[config.mk]
export PLATFORM = sky130hd
export DESIGN_NAME = sssr_top
export DESIGN_NICKNAME = d
export VERILOG_FILES = /design/src/common/sssr_pkg.sv /design/src/rtl/sssr_top.sv /design/src/rtl/sssr_sync.sv
export VERILOG_INCLUDE_DIRS = /design/src /design/src/common
export SDC_FILE = /design/constraint.sdc
export NUM_CORES = 1
export LEC_CHECK = 0
export ABC_AREA = 1
export BUFFER_PORTS_ARGS = -buffer_cell sky130_fd_sc_hd__buf_2
export CELL_PAD_IN_SITES_DETAIL_PLACEMENT = 1
export CELL_PAD_IN_SITES_GLOBAL_PLACEMENT = 2
export CORE_UTILIZATION = 30
export CTS_CLUSTER_DIAMETER = 200
export CTS_CLUSTER_SIZE = 16
export DETAILED_ROUTE_END_ITERATION = 7
export PLACE_DENSITY_LB_ADDON = 0.1
export SYNTH_ARGS = -nofsm -noshare
export SYNTH_HDL_FRONTEND = slang
export SYNTH_SLANG_ARGS = --single-unit
[constraint.sdc]
create_clock -name clk -period 1.9 [get_ports clk]
set_input_delay 0.38 -clock clk [delete_from_list [all_inputs] [get_ports clk]]
set_output_delay 0.38 -clock clk [all_outputs]
set_load 0.005 [all_outputs]
[src/common/sssr_consts.svh]
// Constants for the supply supervisor: pin order, reset values, timing
`ifndef SSSR_CONSTS_SVH
`define SSSR_CONSTS_SVH

// Clock rate in kHz (50 MHz)
`define SSSR_CLK_KHZ       50000

// Times in their own units
`define SSSR_RST_HOLD_MS   25
`define SSSR_WDOG_MS       400
`define SSSR_DEBOUNCE_MS   10
`define SSSR_SAMPLE_US     33
`define SSSR_IRQ_PULSE_US  200

// Derived cycle counts (least times round up)
`define SSSR_RST_HOLD_CYC  (`SSSR_RST_HOLD_MS * `SSSR_CLK_KHZ)
`define SSSR_WDOG_CYC      (`SSSR_WDOG_MS * `SSSR_CLK_KHZ)
`define SSSR_DEBOUNCE_CYC  (`SSSR_DEBOUNCE_MS * `SSSR_CLK_KHZ)
`define SSSR_SAMPLE_CYC    ((`SSSR_SAMPLE_US * `SSSR_CLK_KHZ) / 1000)
`define SSSR_IRQ_PULSE_CYC \
    ((`SSSR_IRQ_PULSE_US * `SSSR_CLK_KHZ + 999) / 1000)

// Consecutive low samples needed before the early warning fires
`define SSSR_EW_SAMPLES    3

// Synchroniser bit positions
`define SSSR_PIN_SUPPLY    0
`define SSSR_PIN_EW        1
`define SSSR_PIN_KICK      2
`define SSSR_PIN_BUTTON    3
`define SSSR_PIN_MODE      4
`define SSSR_PIN_WAKE      5
`define SSSR_PIN_SRAM      6
`define SSSR_PIN_COUNT     7

// Synchroniser reset value: supply bad, sense high, strobes idle, awake
`define SSSR_PIN_RST       7'h2e

`endif

[src/common/sssr_pkg.sv]
// Types for the supply supervisor
`default_nettype none
package sssr_pkg;

    // Reset controller states, one-hot
    typedef enum logic [3:0] {
        SSSR_RUN   = 4'b0001,  // Reset released
        SSSR_FAULT = 4'b0010,  // Supply fault holds reset
        SSSR_BTN   = 4'b0100,  // Button held down
        SSSR_HOLD  = 4'b1000   // Timed hold before release
    } sssr_rst_state_e;

endpackage
`default_nettype wire

[src/rtl/sssr_top.sv]
// Supply supervisor: reset, power-fail, early warning and watchdog
`include "sssr_consts.svh"
`default_nettype none
module sssr_top
#(
    parameter int unsigned RST_HOLD_CYC  = `SSSR_RST_HOLD_CYC,
    parameter int unsigned WDOG_CYC      = `SSSR_WDOG_CYC,
    parameter int unsigned DEBOUNCE_CYC  = `SSSR_DEBOUNCE_CYC,
    parameter int unsigned IRQ_PULSE_CYC = `SSSR_IRQ_PULSE_CYC,
    parameter int unsigned SAMPLE_CYC    = `SSSR_SAMPLE_CYC
)
(
    input  wire logic      clk,
    input  wire logic      reset_n,
    input  wire logic      supply_ok,
    input  wire logic      early_warn_ok,
    input  wire logic      wdog_kick_n,
    input  wire logic      button_reset_n,
    input  wire logic      reset_mode_sel,
    input  wire logic      wake_sleep_ctl,
    input  wire logic      sram_enable_req,
    output logic           reset_out_n,
    output logic           reset_out,
    output logic           power_fail,
    output logic           power_fail_n,
    output logic           early_warning_irq_n,
    output logic           sram_enable_out,
    output logic           sleep_mode
);
    import sssr_pkg::*;

    localparam int HOLD_W = $clog2(RST_HOLD_CYC + 1);
    localparam int WD_W   = $clog2(WDOG_CYC + 1);
    localparam int DEB_W  = $clog2(DEBOUNCE_CYC + 1);
    localparam int IRQ_W  = $clog2(IRQ_PULSE_CYC + 1);
    localparam int SMP_W  = $clog2(SAMPLE_CYC + 1);

    // Synchronised pins
    logic [`SSSR_PIN_COUNT-1:0] pin_raw;
    logic [`SSSR_PIN_COUNT-1:0] pin_s;
    logic            supply_ok_s;     // Supply in tolerance
    logic            ew_low_s;        // Sense point below threshold
    logic            kick_n_s;        // Watchdog strobe
    logic            button_n_s;      // Raw button level
    logic            mode_cmos_s;     // High selects CMOS behaviour
    logic            wake_s;          // Low requests sleep
    logic            sram_req_s;      // Memory enable request

    // Event detection
    logic            supply_prev_q;   // Last supply level
    logic            kick_prev_q;     // Last strobe level
    logic            pwr_seen_q;      // Supply has been good once
    logic            supply_rise;
    logic            supply_fall;
    logic            kick_edge;

    // Reset controller
    sssr_rst_state_e state_q;
    sssr_rst_state_e state_d;
    logic            hold_load;       // Restart the timed hold
    logic [HOLD_W-1:0] hold_cnt_q;    // Remaining hold cycles
    logic            fault_rst;       // Supply fault that resets
    logic            btn_en;          // Button allowed to act

    // Watchdog
    logic [WD_W-1:0] wd_cnt_q;        // Cycles since last kick
    logic            wd_run;
    logic            wd_expire;

    // Button debounce
    logic [DEB_W-1:0] deb_cnt_q;      // Stability counter
    logic            btn_held_q;      // Debounced press

    // Early warning
    logic [SMP_W-1:0] smp_cnt_q;      // Sample interval counter
    logic [1:0]      low_cnt_q;       // Consecutive low samples
    logic            smp_tick;
    logic            ew_trip;
    logic            irq_start;
    logic [IRQ_W-1:0] irq_cnt_q;      // Remaining pulse cycles

    // Every pin crosses two flops before use
    assign pin_raw[`SSSR_PIN_SUPPLY] = supply_ok;
    assign pin_raw[`SSSR_PIN_EW]     = early_warn_ok;
    assign pin_raw[`SSSR_PIN_KICK]   = wdog_kick_n;
    assign pin_raw[`SSSR_PIN_BUTTON] = button_reset_n;
    assign pin_raw[`SSSR_PIN_MODE]   = reset_mode_sel;
    assign pin_raw[`SSSR_PIN_WAKE]   = wake_sleep_ctl;
    assign pin_raw[`SSSR_PIN_SRAM]   = sram_enable_req;

    sssr_sync
    #(
        .WIDTH     (`SSSR_PIN_COUNT),
        .RESET_VAL (`SSSR_PIN_RST)
    )
    u_sync
    (
        .clk      (clk),
        .reset_n  (reset_n),
        .async_in (pin_raw),
        .sync_out (pin_s)
    );

    assign supply_ok_s = pin_s[`SSSR_PIN_SUPPLY];
    assign ew_low_s    = !pin_s[`SSSR_PIN_EW];
    assign kick_n_s    = pin_s[`SSSR_PIN_KICK];
    assign button_n_s  = pin_s[`SSSR_PIN_BUTTON];
    assign mode_cmos_s = pin_s[`SSSR_PIN_MODE];
    assign wake_s      = pin_s[`SSSR_PIN_WAKE];
    assign sram_req_s  = pin_s[`SSSR_PIN_SRAM];

    // Edge history for supply and strobe
    always_ff @(posedge clk or negedge reset_n)
    begin
        if (!reset_n)
        begin
            supply_prev_q <= 1'b0;
            kick_prev_q   <= 1'b1;
            pwr_seen_q    <= 1'b0;
        end
        else
        begin
            supply_prev_q <= supply_ok_s;
            kick_prev_q   <= kick_n_s;
            if (supply_ok_s)
                pwr_seen_q <= 1'b1;
        end
    end

    assign supply_rise = supply_ok_s && !supply_prev_q;
    assign supply_fall = !supply_ok_s && supply_prev_q;
    assign kick_edge   = !kick_n_s && kick_prev_q;

    // NMOS resets through the whole outage; CMOS only before first power
    assign fault_rst = !supply_ok_s &&
                       (!mode_cmos_s || !pwr_seen_q);

    // Button is ignored on low sense in CMOS mode or with supply bad
    assign btn_en = supply_ok_s && !(mode_cmos_s && ew_low_s);

    // Next state: fault beats button beats timers
    always_comb
    begin
        state_d   = state_q;
        hold_load = 1'b0;
        if (fault_rst)
            state_d = SSSR_FAULT;
        else if (btn_held_q && btn_en)
            state_d = SSSR_BTN;
        else if (supply_rise)
        begin
            // Supply return gives a fresh power-on hold unless an enabled button press takes priority
            state_d   = SSSR_HOLD;
            hold_load = 1'b1;
        end
        else
        begin
            unique case (state_q)
                SSSR_FAULT:
                begin
                    state_d   = SSSR_HOLD;
                    hold_load = 1'b1;
                end
                SSSR_BTN:
                begin
                    // Hold counts from the release
                    state_d   = SSSR_HOLD;
                    hold_load = 1'b1;
                end
                SSSR_HOLD:
                begin
                    if (hold_cnt_q <= HOLD_W'(1))
                        state_d = SSSR_RUN;
                end
                SSSR_RUN:
                begin
                    if (wd_expire)
                    begin
                        state_d   = SSSR_HOLD;
                        hold_load = 1'b1;
                    end
                end
            endcase
        end
    end

    // Controller state
    always_ff @(posedge clk or negedge reset_n)
    begin
        if (!reset_n)
            state_q <= SSSR_FAULT;
        else
            state_q <= state_d;
    end

    // Hold timer; every source loads the full hold, so a reload never
    // shortens what is still pending
    always_ff @(posedge clk or negedge reset_n)
    begin
        if (!reset_n)
            hold_cnt_q <= '0;
        else if (hold_load)
            hold_cnt_q <= HOLD_W'(RST_HOLD_CYC);
        else if (hold_cnt_q != '0)
            hold_cnt_q <= hold_cnt_q - HOLD_W'(1);
    end

    // Watchdog stops and clears in sleep, with supply bad, or on low sense in CMOS
    assign wd_run    = (state_q == SSSR_RUN) && supply_ok_s && wake_s &&
                       !(mode_cmos_s && ew_low_s);
    assign wd_expire = wd_run && !kick_edge &&
                       (wd_cnt_q == WD_W'(WDOG_CYC - 1));

    // Watchdog counter, started at reset release
    always_ff @(posedge clk or negedge reset_n)
    begin
        if (!reset_n)
            wd_cnt_q <= '0;
        else if (!wd_run || kick_edge || wd_expire)
            wd_cnt_q <= '0;
        else
            wd_cnt_q <= wd_cnt_q + WD_W'(1);
    end

    // Button debounce: level must differ for the full window to flip
    always_ff @(posedge clk or negedge reset_n)
    begin
        if (!reset_n)
        begin
            deb_cnt_q  <= '0;
            btn_held_q <= 1'b0;
        end
        else if (btn_held_q == !button_n_s)
            deb_cnt_q <= '0;
        else if (deb_cnt_q == DEB_W'(DEBOUNCE_CYC - 1))
        begin
            deb_cnt_q  <= '0;
            btn_held_q <= !button_n_s;
        end
        else
            deb_cnt_q <= deb_cnt_q + DEB_W'(1);
    end

    // Sense sampling interval
    always_ff @(posedge clk or negedge reset_n)
    begin
        if (!reset_n)
            smp_cnt_q <= '0;
        else if (smp_tick)
            smp_cnt_q <= '0;
        else
            smp_cnt_q <= smp_cnt_q + SMP_W'(1);
    end

    assign smp_tick = (smp_cnt_q == SMP_W'(SAMPLE_CYC - 1));

    // Low-sample run; saturates so one crossing fires once
    always_ff @(posedge clk or negedge reset_n)
    begin
        if (!reset_n)
            low_cnt_q <= '0;
        else if (smp_tick)
        begin
            if (!ew_low_s)
                low_cnt_q <= '0;
            else if (low_cnt_q != 2'(`SSSR_EW_SAMPLES))
                low_cnt_q <= low_cnt_q + 2'h1;
        end
    end

    // Fire on the third low sample; blocked until the supply is up
    assign ew_trip   = smp_tick && ew_low_s && supply_ok_s &&
                       (low_cnt_q == 2'(`SSSR_EW_SAMPLES - 1));
    assign irq_start = ew_trip ||
                       (mode_cmos_s && pwr_seen_q && supply_fall);

    // Pulse timer; removal is by timeout only, so the least width holds
    always_ff @(posedge clk or negedge reset_n)
    begin
        if (!reset_n)
            irq_cnt_q <= '0;
        else if (irq_start)
            irq_cnt_q <= IRQ_W'(IRQ_PULSE_CYC);
        else if (irq_cnt_q != '0)
            irq_cnt_q <= irq_cnt_q - IRQ_W'(1);
    end

    // Registered outputs, reset state shows reset and power-fail active
    always_ff @(posedge clk or negedge reset_n)
    begin
        if (!reset_n)
        begin
            reset_out_n         <= 1'b0;
            reset_out           <= 1'b1;
            power_fail          <= 1'b1;
            power_fail_n        <= 1'b0;
            early_warning_irq_n <= 1'b1;
            sram_enable_out     <= 1'b0;
            sleep_mode          <= 1'b0;
        end
        else
        begin
            reset_out_n  <= (state_d == SSSR_RUN);
            reset_out    <= (state_d != SSSR_RUN);
            power_fail   <= !supply_ok_s;
            power_fail_n <= supply_ok_s;
            early_warning_irq_n <= !(irq_start ||
                                     irq_cnt_q > IRQ_W'(1));
            sram_enable_out <= sram_req_s && supply_ok_s;
            sleep_mode   <= !wake_s;
        end
    end

    // Helper counters for the width checks below
    logic [HOLD_W-1:0] act_cnt_q;   // Cycles reset has been active
    logic [IRQ_W-1:0]  irq_low_q;   // Cycles warning has been low

    always_ff @(posedge clk or negedge reset_n)
    begin
        if (!reset_n)
        begin
            act_cnt_q <= '0;
            irq_low_q <= '0;
        end
        else
        begin
            if (reset_out_n)
                act_cnt_q <= '0;
            else if (act_cnt_q != HOLD_W'(RST_HOLD_CYC))
                act_cnt_q <= act_cnt_q + HOLD_W'(1);
            if (early_warning_irq_n)
                irq_low_q <= '0;
            else if (irq_low_q != IRQ_W'(IRQ_PULSE_CYC))
                irq_low_q <= irq_low_q + IRQ_W'(1);
        end
    end
endmodule // sssr_top
`default_nettype wire

[src/rtl/sssr_sync.sv]
// Two-flop synchroniser bank for asynchronous pin inputs
`default_nettype none
module sssr_sync
#(
    parameter int unsigned          WIDTH     = 1,
    parameter logic [WIDTH-1:0]     RESET_VAL = '0
)
(
    input  wire logic               clk,
    input  wire logic               reset_n,
    input  wire logic [WIDTH-1:0]   async_in,
    output logic      [WIDTH-1:0]   sync_out
);

    logic [WIDTH-1:0] meta_q;  // First stage, read only by second stage

    // Both stages reset to the idle level of each pin
    always_ff @(posedge clk or negedge reset_n)
    begin
        if (!reset_n)
        begin
            meta_q   <= RESET_VAL;
            sync_out <= RESET_VAL;
        end
        else
        begin
            meta_q   <= async_in;
            sync_out <= meta_q;
        end
    end

endmodule // sssr_sync
`default_nettype wire

==> out/results.txt, run 1 <==
Critical Path Fanout Max: 16
Most common cell after layout, fill and taps aside: nand2_1
Worst-Skew Late Latency: 410 ps
Detailed-route DRC error count: 0
Tcrit/Tclk final: 91.4%
Total Routing Usage GR: 16.0%
TritonCTS clock tree: yes
DR WL/cell: 14.5 µm
Largest net degree at the start of global routing: 36
GRT Max-Usage Layer: met2
CP arrival: 2090 ps
Vias per cell: 4.63
Yosys warning total: 0
Post-synth EDFFs: 0
Critical path capture point type: flip-flop
Die ar.: 21,600 µm²
Final period demand of the worst path: 1740 ps
CTS Sinks: 120
Area of the core: 20,400 µm²
Initial antenna violation count: 0
Achievable clock frequency: 0.576 GHz
I/O Pins: 16
Placed Cells: 1,074
Die width: 147 µm
First-pass GRT wire length: 27,400 µm
Kind of cell adding the most delay to the critical path: flip-flops
CP startpoint: u_sync.sync_out[1]
Initial Util: 30.9%
Worst vdd ir: 0.000538 V
Cell mode on critical path: nand2_1
Fin cells: 1,108
Root buf cell: clkbuf_16
Worst path bufs/invs: 2
Post-route ant nets: 0
Post-synth ARST share: 100%
Critical R2R Launch: u_sync.sync_out[1]
Critical path class: flip-flop to flip-flop
Area of the multi-input gates: 2800 µm²
Reg clk slew, reported paths: 60 ps
Pleak: 3.35 nW
Final setup vio count: 0
Max Root-Sink Buffers: 2
1st-pass router iterations: 4
HP Class: primary input to flip-flop
Vias in the first global route: 5,485
Most used flip-flop cell after synthesis: dfrtp_1
P&R area growth vs syn: 18.6%
CTS buffer count: 17
Inserted Diodes: 0
Worst-path cell chain: inv_1 -> a21oi_2 -> nand2_1 -> nor2_1 -> nand2_1 -> buf_12 -> a21oi_1 -> o21a_1
Drt total wl: 16,000 µm
Slew headroom: 67.3%
H-Tree Depth: 4
Final Power: 7.31 mW
Layout cell share with drive strength beyond 1: 16.0%
Synth cell types: 39
Commonest non-fill, non-tap cells in the layout: nand2_1 (151), nor2_1 (135), dfrtp_1 (107)
IO buf count: 15
Synthesized area per cell: 8.08 µm²
Post-Synthesis Cells: 781
Syn nets: 801
Hold_sp: wdog_kick_n
Cell Area, Synth: 6310 µm²
Pwr dens: 977 nW/µm²
FP Rows: 52
Die Y: 147 µm
Fillcell total: 2,482
Sequential share of the synthesized area: 47.9%
Critical Path Max Stage Delay: 550 ps
CP Launch Type: flip-flop
Final nets: 845
Setup TNS: 0 ps
Global routing usage on met3: 3.45%
HPWL Detailed: 11,800 µm
Final hold vios: 0
CP max stage cell: dfstp_2
Max cap viols: 0
Met1 GRT Util: 20.8%
RSZ-0062 raised after global routing: no
Grt ovf: 0
Vias: 5,129
Tightest Pin Transition: 490 ps
Pins Over Slew Limit: 0
Register Area: 3020 µm²
Final clock skew: 8.55 ps
Outcome: finished clean
Critical Path RT: 2260 ps
Flops & latches, synth: 120
1st-iter DRT viols: 237
Routability-driven placement congestion ratio: 0.800
Global Route met2 Usage: 26.8%
[state kept, by name, summed over array words and instances, names as in the netlist]
name and flops:
hold_cnt_q 21, power_fail 1, u_sync.meta_q 7, power_fail_n 1, smp_cnt_q 11, early_warning_irq_n 1, low_cnt_q 2, u_sync.sync_out 7
pwr_seen_q 1, reset_out_n 1, state_q 4, sram_enable_out 1, sleep_mode 1, kick_prev_q 1, irq_cnt_q 14, btn_held_q 1
reset_out 1, wd_cnt_q 25, deb_cnt_q 19
[what timing repair did]
item | 4_1_cts | 5_1_grt
endpoints found under the setup margin | 0 | 16
endpoints found under the hold margin | 22 | 0
hold buffers | 1 | 0
buffers inserted | 0 | 1
gates resized for setup | 0 | 8
[per-layer routing]
metal	wire, µm	vias up
met5	0	-
met4	169	0
met3	351	14
met2	7880	44
li1	-	2566
met1	7630	2505
[synthesized netlist by cell type, types with 10 or more instances]
library cell	number	share of area (%)
nand2_1	151	9.0
nor2_1	135	8.0
dfrtp_1	107	42
inv_1	106	6.3
nand3_1	56	4.4
nor3_1	32	2.5
nand4_1	26	2.6
xor2_1	22	3.1
a21oi_1	17	1.3
o21ai_0	14	1.1
dfstp_2	13	5.4
ha_1	11	2.2
nand2_2	10	0.99
[cell families (layout without fill, tap and decap cells)]
kind of cell	Yosys count	in the layout	synth area share, %
flip-flops	120	120	47.9
XOR/XNOR	30	30	4.17
buffers and inverters	123	180	8.17
adder cells (fa/ha/maj)	11	11	2.18
AND/OR/NAND/NOR	449	449	33.0
AO/OA/AOI/OAI	48	48	4.62
[final timing paths]
kind	slack, ps	to	depth (start not counted)
max	160	wd_cnt_q[14]	8
min in group asynchronous	480	wd_cnt_q[21]	2
max reg2reg	160	wd_cnt_q[14]	8
max in group asynchronous	760	state_q[1]	3
min reg2reg	350	u_sync.sync_out[3]	0
min	60	u_sync.meta_q[2]	1
[through the flow]
| stage | setup WS [ps] | area, µm² | util [%] | hold WS (ps) |
|---|---|---|---|---|
| finish | 164 | 7480 | 36.6 | 60.9 |
| detailed placement | 69.7 | 6800 | 33.3 | 346 |
| floorplan | 364 | 6310 | - | 84.4 |
| global placement | 98.1 | 6800 | 33.3 | 333 |
| global route | 13.4 | 7480 | 36.6 | 42.9 |
| CTS | 66.4 | 7450 | 36.5 | 39.6 |
[cell type report]
type | count | share of cell area, %
multi-input combinational | 538 | 37.4
inverter | 116 | 5.89
sequential | 120 | 40.4
timing repair buffer | 32 | 3.28
tap | 270 | 4.52
clock inverter | 11 | 2.28
clock buffer | 21 | 6.29
[power breakdown]
part,internal [mW],leakage (nW),total (mW),switching (mW)
Combinational,0.323,1.54,0.883,0.560
Clock,2.30,0.305,3.51,1.21
Sequential,2.75,1.51,2.91,0.166
Total,5.37,3.35,7.31,1.94
Note: power is estimated with default switching activity, not from simulation.
==> run 2: changes to the inputs <==
--- a/config.mk
+++ b/config.mk
@@ -14,7 +14,7 @@
 export CTS_CLUSTER_DIAMETER = 200
 export CTS_CLUSTER_SIZE = 16
 export DETAILED_ROUTE_END_ITERATION = 7
-export PLACE_DENSITY_LB_ADDON = 0.1
+export PLACE_DENSITY = 0.62
 export SYNTH_ARGS = -nofsm -noshare
 export SYNTH_HDL_FRONTEND = slang
 export SYNTH_SLANG_ARGS = --single-unit
==> constraint.sdc (replaced) <==
create_clock -name clk -period 1.6 [get_ports clk]
set_input_delay 0.32 -clock clk [delete_from_list [all_inputs] [get_ports clk]]
set_output_delay 0.32 -clock clk [all_outputs]
set_load 0.005 [all_outputs]
==> out/results.txt, run 2 (synthesis gave the netlist of run 1 again) <==
P&R area growth vs syn: 35.9%
IO buf count: 15 (unchanged)
CTS Sinks: 120 (unchanged)
1st-iter DRT viols: 206 (-13%)
Worst vdd ir: 0.000603 V (+12%)
1st-pass router iterations: 4 (unchanged)
Initial antenna violation count: 0 (unchanged)
Routability-driven placement congestion ratio: 0.787 (-1.6%)
Commonest non-fill, non-tap cells in the layout: nand2_1 (140), nor2_1 (119), dfrtp_1 (106)
Worst hold slack: 32.4 ps (-28.5 ps)
Vias: 5,508 (+7.4%)
HPWL Detailed: 12,900 µm (+9.1%)
Initial Util: 30.9% (unchanged)
Inserted Diodes: 0 (unchanged)
TritonCTS clock tree: yes
Total Routing Usage GR: 17.1% (+1.2 points)
Die width: 147 µm (unchanged)
Die Y: 147 µm (unchanged)
Critical Path Fanout Max: 6 (-10)
Final hold vios: 0 (unchanged)
Critical Path RT: 1950 ps (-310 ps)
HP Class: primary input to flip-flop
Final period demand of the worst path: 1590 ps (-145 ps)
Vias in the first global route: 5,940 (+8.3%)
Final setup vio count: 0 (unchanged)
Detailed-route DRC error count: 0 (unchanged)
CP Launch Type: flip-flop
H-Tree Depth: 4 (unchanged)
Worst-Skew Late Latency: 420 ps (about the same)
CP arrival: 1940 ps (-150 ps)
Final nets: 941 (+11%)
Reg clk slew, reported paths: 60 ps (about the same)
Drt total wl: 17,600 µm (+9.6%)
Layout cell share with drive strength beyond 1: 30.1% (+14 points)
Area of the core: 20,400 µm² (unchanged)
RSZ-0062 raised after global routing: yes
Tightest Pin Transition: 406 ps (-83.4 ps)
FP Rows: 52 (unchanged)
Critical path class: flip-flop to flip-flop
Max cap viols: 0 (unchanged)
CTS buffer count: 17 (unchanged)
Pins Over Slew Limit: 0 (unchanged)
Pre-CTS setup slack: -133 ps (-203 ps)
Largest net degree at the start of global routing: 45 (+25%)
Slew headroom: 72.7% (+5.4 points)
Outcome: finished clean
Tcrit/Tclk final: 99.5% (+8.1 points)
Max Root-Sink Buffers: 2 (unchanged)
Fillcell total: 2,478 (-0.16%)
I/O Pins: 16 (unchanged)
Final clock skew: 9.57 ps (+1.02 ps)
Pwr dens: 1050 nW/µm² (+7.0%)
DR WL/cell: 14.6 µm (+0.82%)
Final Power: 8.96 mW (+23%)
Root buf cell: clkbuf_16
Post-route ant nets: 0 (unchanged)
Final worst slack: 8.28 ps (-155 ps)
Largest Register: wd_cnt_q
Max reg flops: 25 (unchanged)
Achievable clock frequency: 0.628 GHz (+9.1%)
First-pass GRT wire length: 29,400 µm (+7.1%)
Most common cell after layout, fill and taps aside: nand2_1
Top flop regs: wd_cnt_q (25), hold_cnt_q (21), deb_cnt_q (19)
Pleak: 3.85 nW (+15%)
Die ar.: 21,600 µm² (unchanged)
Vias per cell: 4.57 (-1.2%)
Critical path capture point type: flip-flop
Grt ovf: 0 (unchanged)
-- run 2: cell count changes in the layout (fill, tap and decap cells not counted), sizes merged --
cell and change:
clkinv +1, buf +89, clkbuf +1, inv -1, nand2 +2, clkinvlp -1
dlygate4sd3 +5
-- run 2: worst max-delay path: stages (launching register included) --
cell and delay (ps):
dfstp_2 540, inv_2 50, a21oi_4 170, nand2_2 90, nor2_4 170, nand3_4 120, nand3_4 80, nand2_4 90
buf_6 160, nand3_1 60
-- run 2: path summary, 6_finish.rpt --
check                                   start  cells after the start  slack (ps)                  to
hold reg to reg              u_sync.meta_q[6]                      0         350  u_sync.sync_out[6]
hold / removal                sram_enable_req                      1          30    u_sync.meta_q[6]
setup / recovery           u_sync.sync_out[1]                      9           8      hold_cnt_q[17]
min in group asynchronous             reset_n                      2         290        wd_cnt_q[13]
setup reg to reg           u_sync.sync_out[1]                      9           8      hold_cnt_q[17]
max in group asynchronous             reset_n                      3         690       hold_cnt_q[1]
-- run 2: report_power, final --
part           leakage, nW  internal, mW  switching [mW]
Sequential            1.50          3.26           0.182
Combinational         2.03         0.549           0.755
Clock                0.313          2.78            1.44
Total                 3.85          6.59            2.38
-- run 2: metal layers --
metal | routed length (µm) | global-route usage (%) | share of wire [%]
met5 | 0 | 0 | 0
met2 | 8550 | 28.5 | 49
met3 | 353 | 4.04 | 2.0
met1 | 8480 | 22.3 | 48
met4 | 181 | 4.54 | 1.0
-- run 2: cell type report --
type | instances | area (µm²) | share of cell area, %
Clock inverter | 10 | 166 | 1.94
Sequential cell | 120 | 3020 | 35.2
Tap cell | 270 | 338 | 3.94
Inverter | 116 | 470 | 5.49
Timing Repair Buffer | 126 | 977 | 11.4
Multi-Input combinational cell | 540 | 3120 | 36.4
Clock buffer | 22 | 484 | 5.65
-- run 2: timing repair --
item                                    CTS  global route
hold endpoints to repair                 86             0
hold buffers                              6             0
endpoints found under the setup margin   48            66
setup buffers                             5             9
pin swaps                                 8            32
gates cloned                              0             2
gates resized for setup                  24            76
-- run 2: per-stage QoR --
step	util, %	setup TNS [ps]	cell area [µm²]	cells
detailed placement	36.0	-1360	7360	1150
floorplan	-	0	6310	781
global placement	36.0	-270	7360	1150
global route	42.0	-1670	8570	1204
CTS	40.1	-14.5	8190	1193
finish	42.0	0	8570	1204
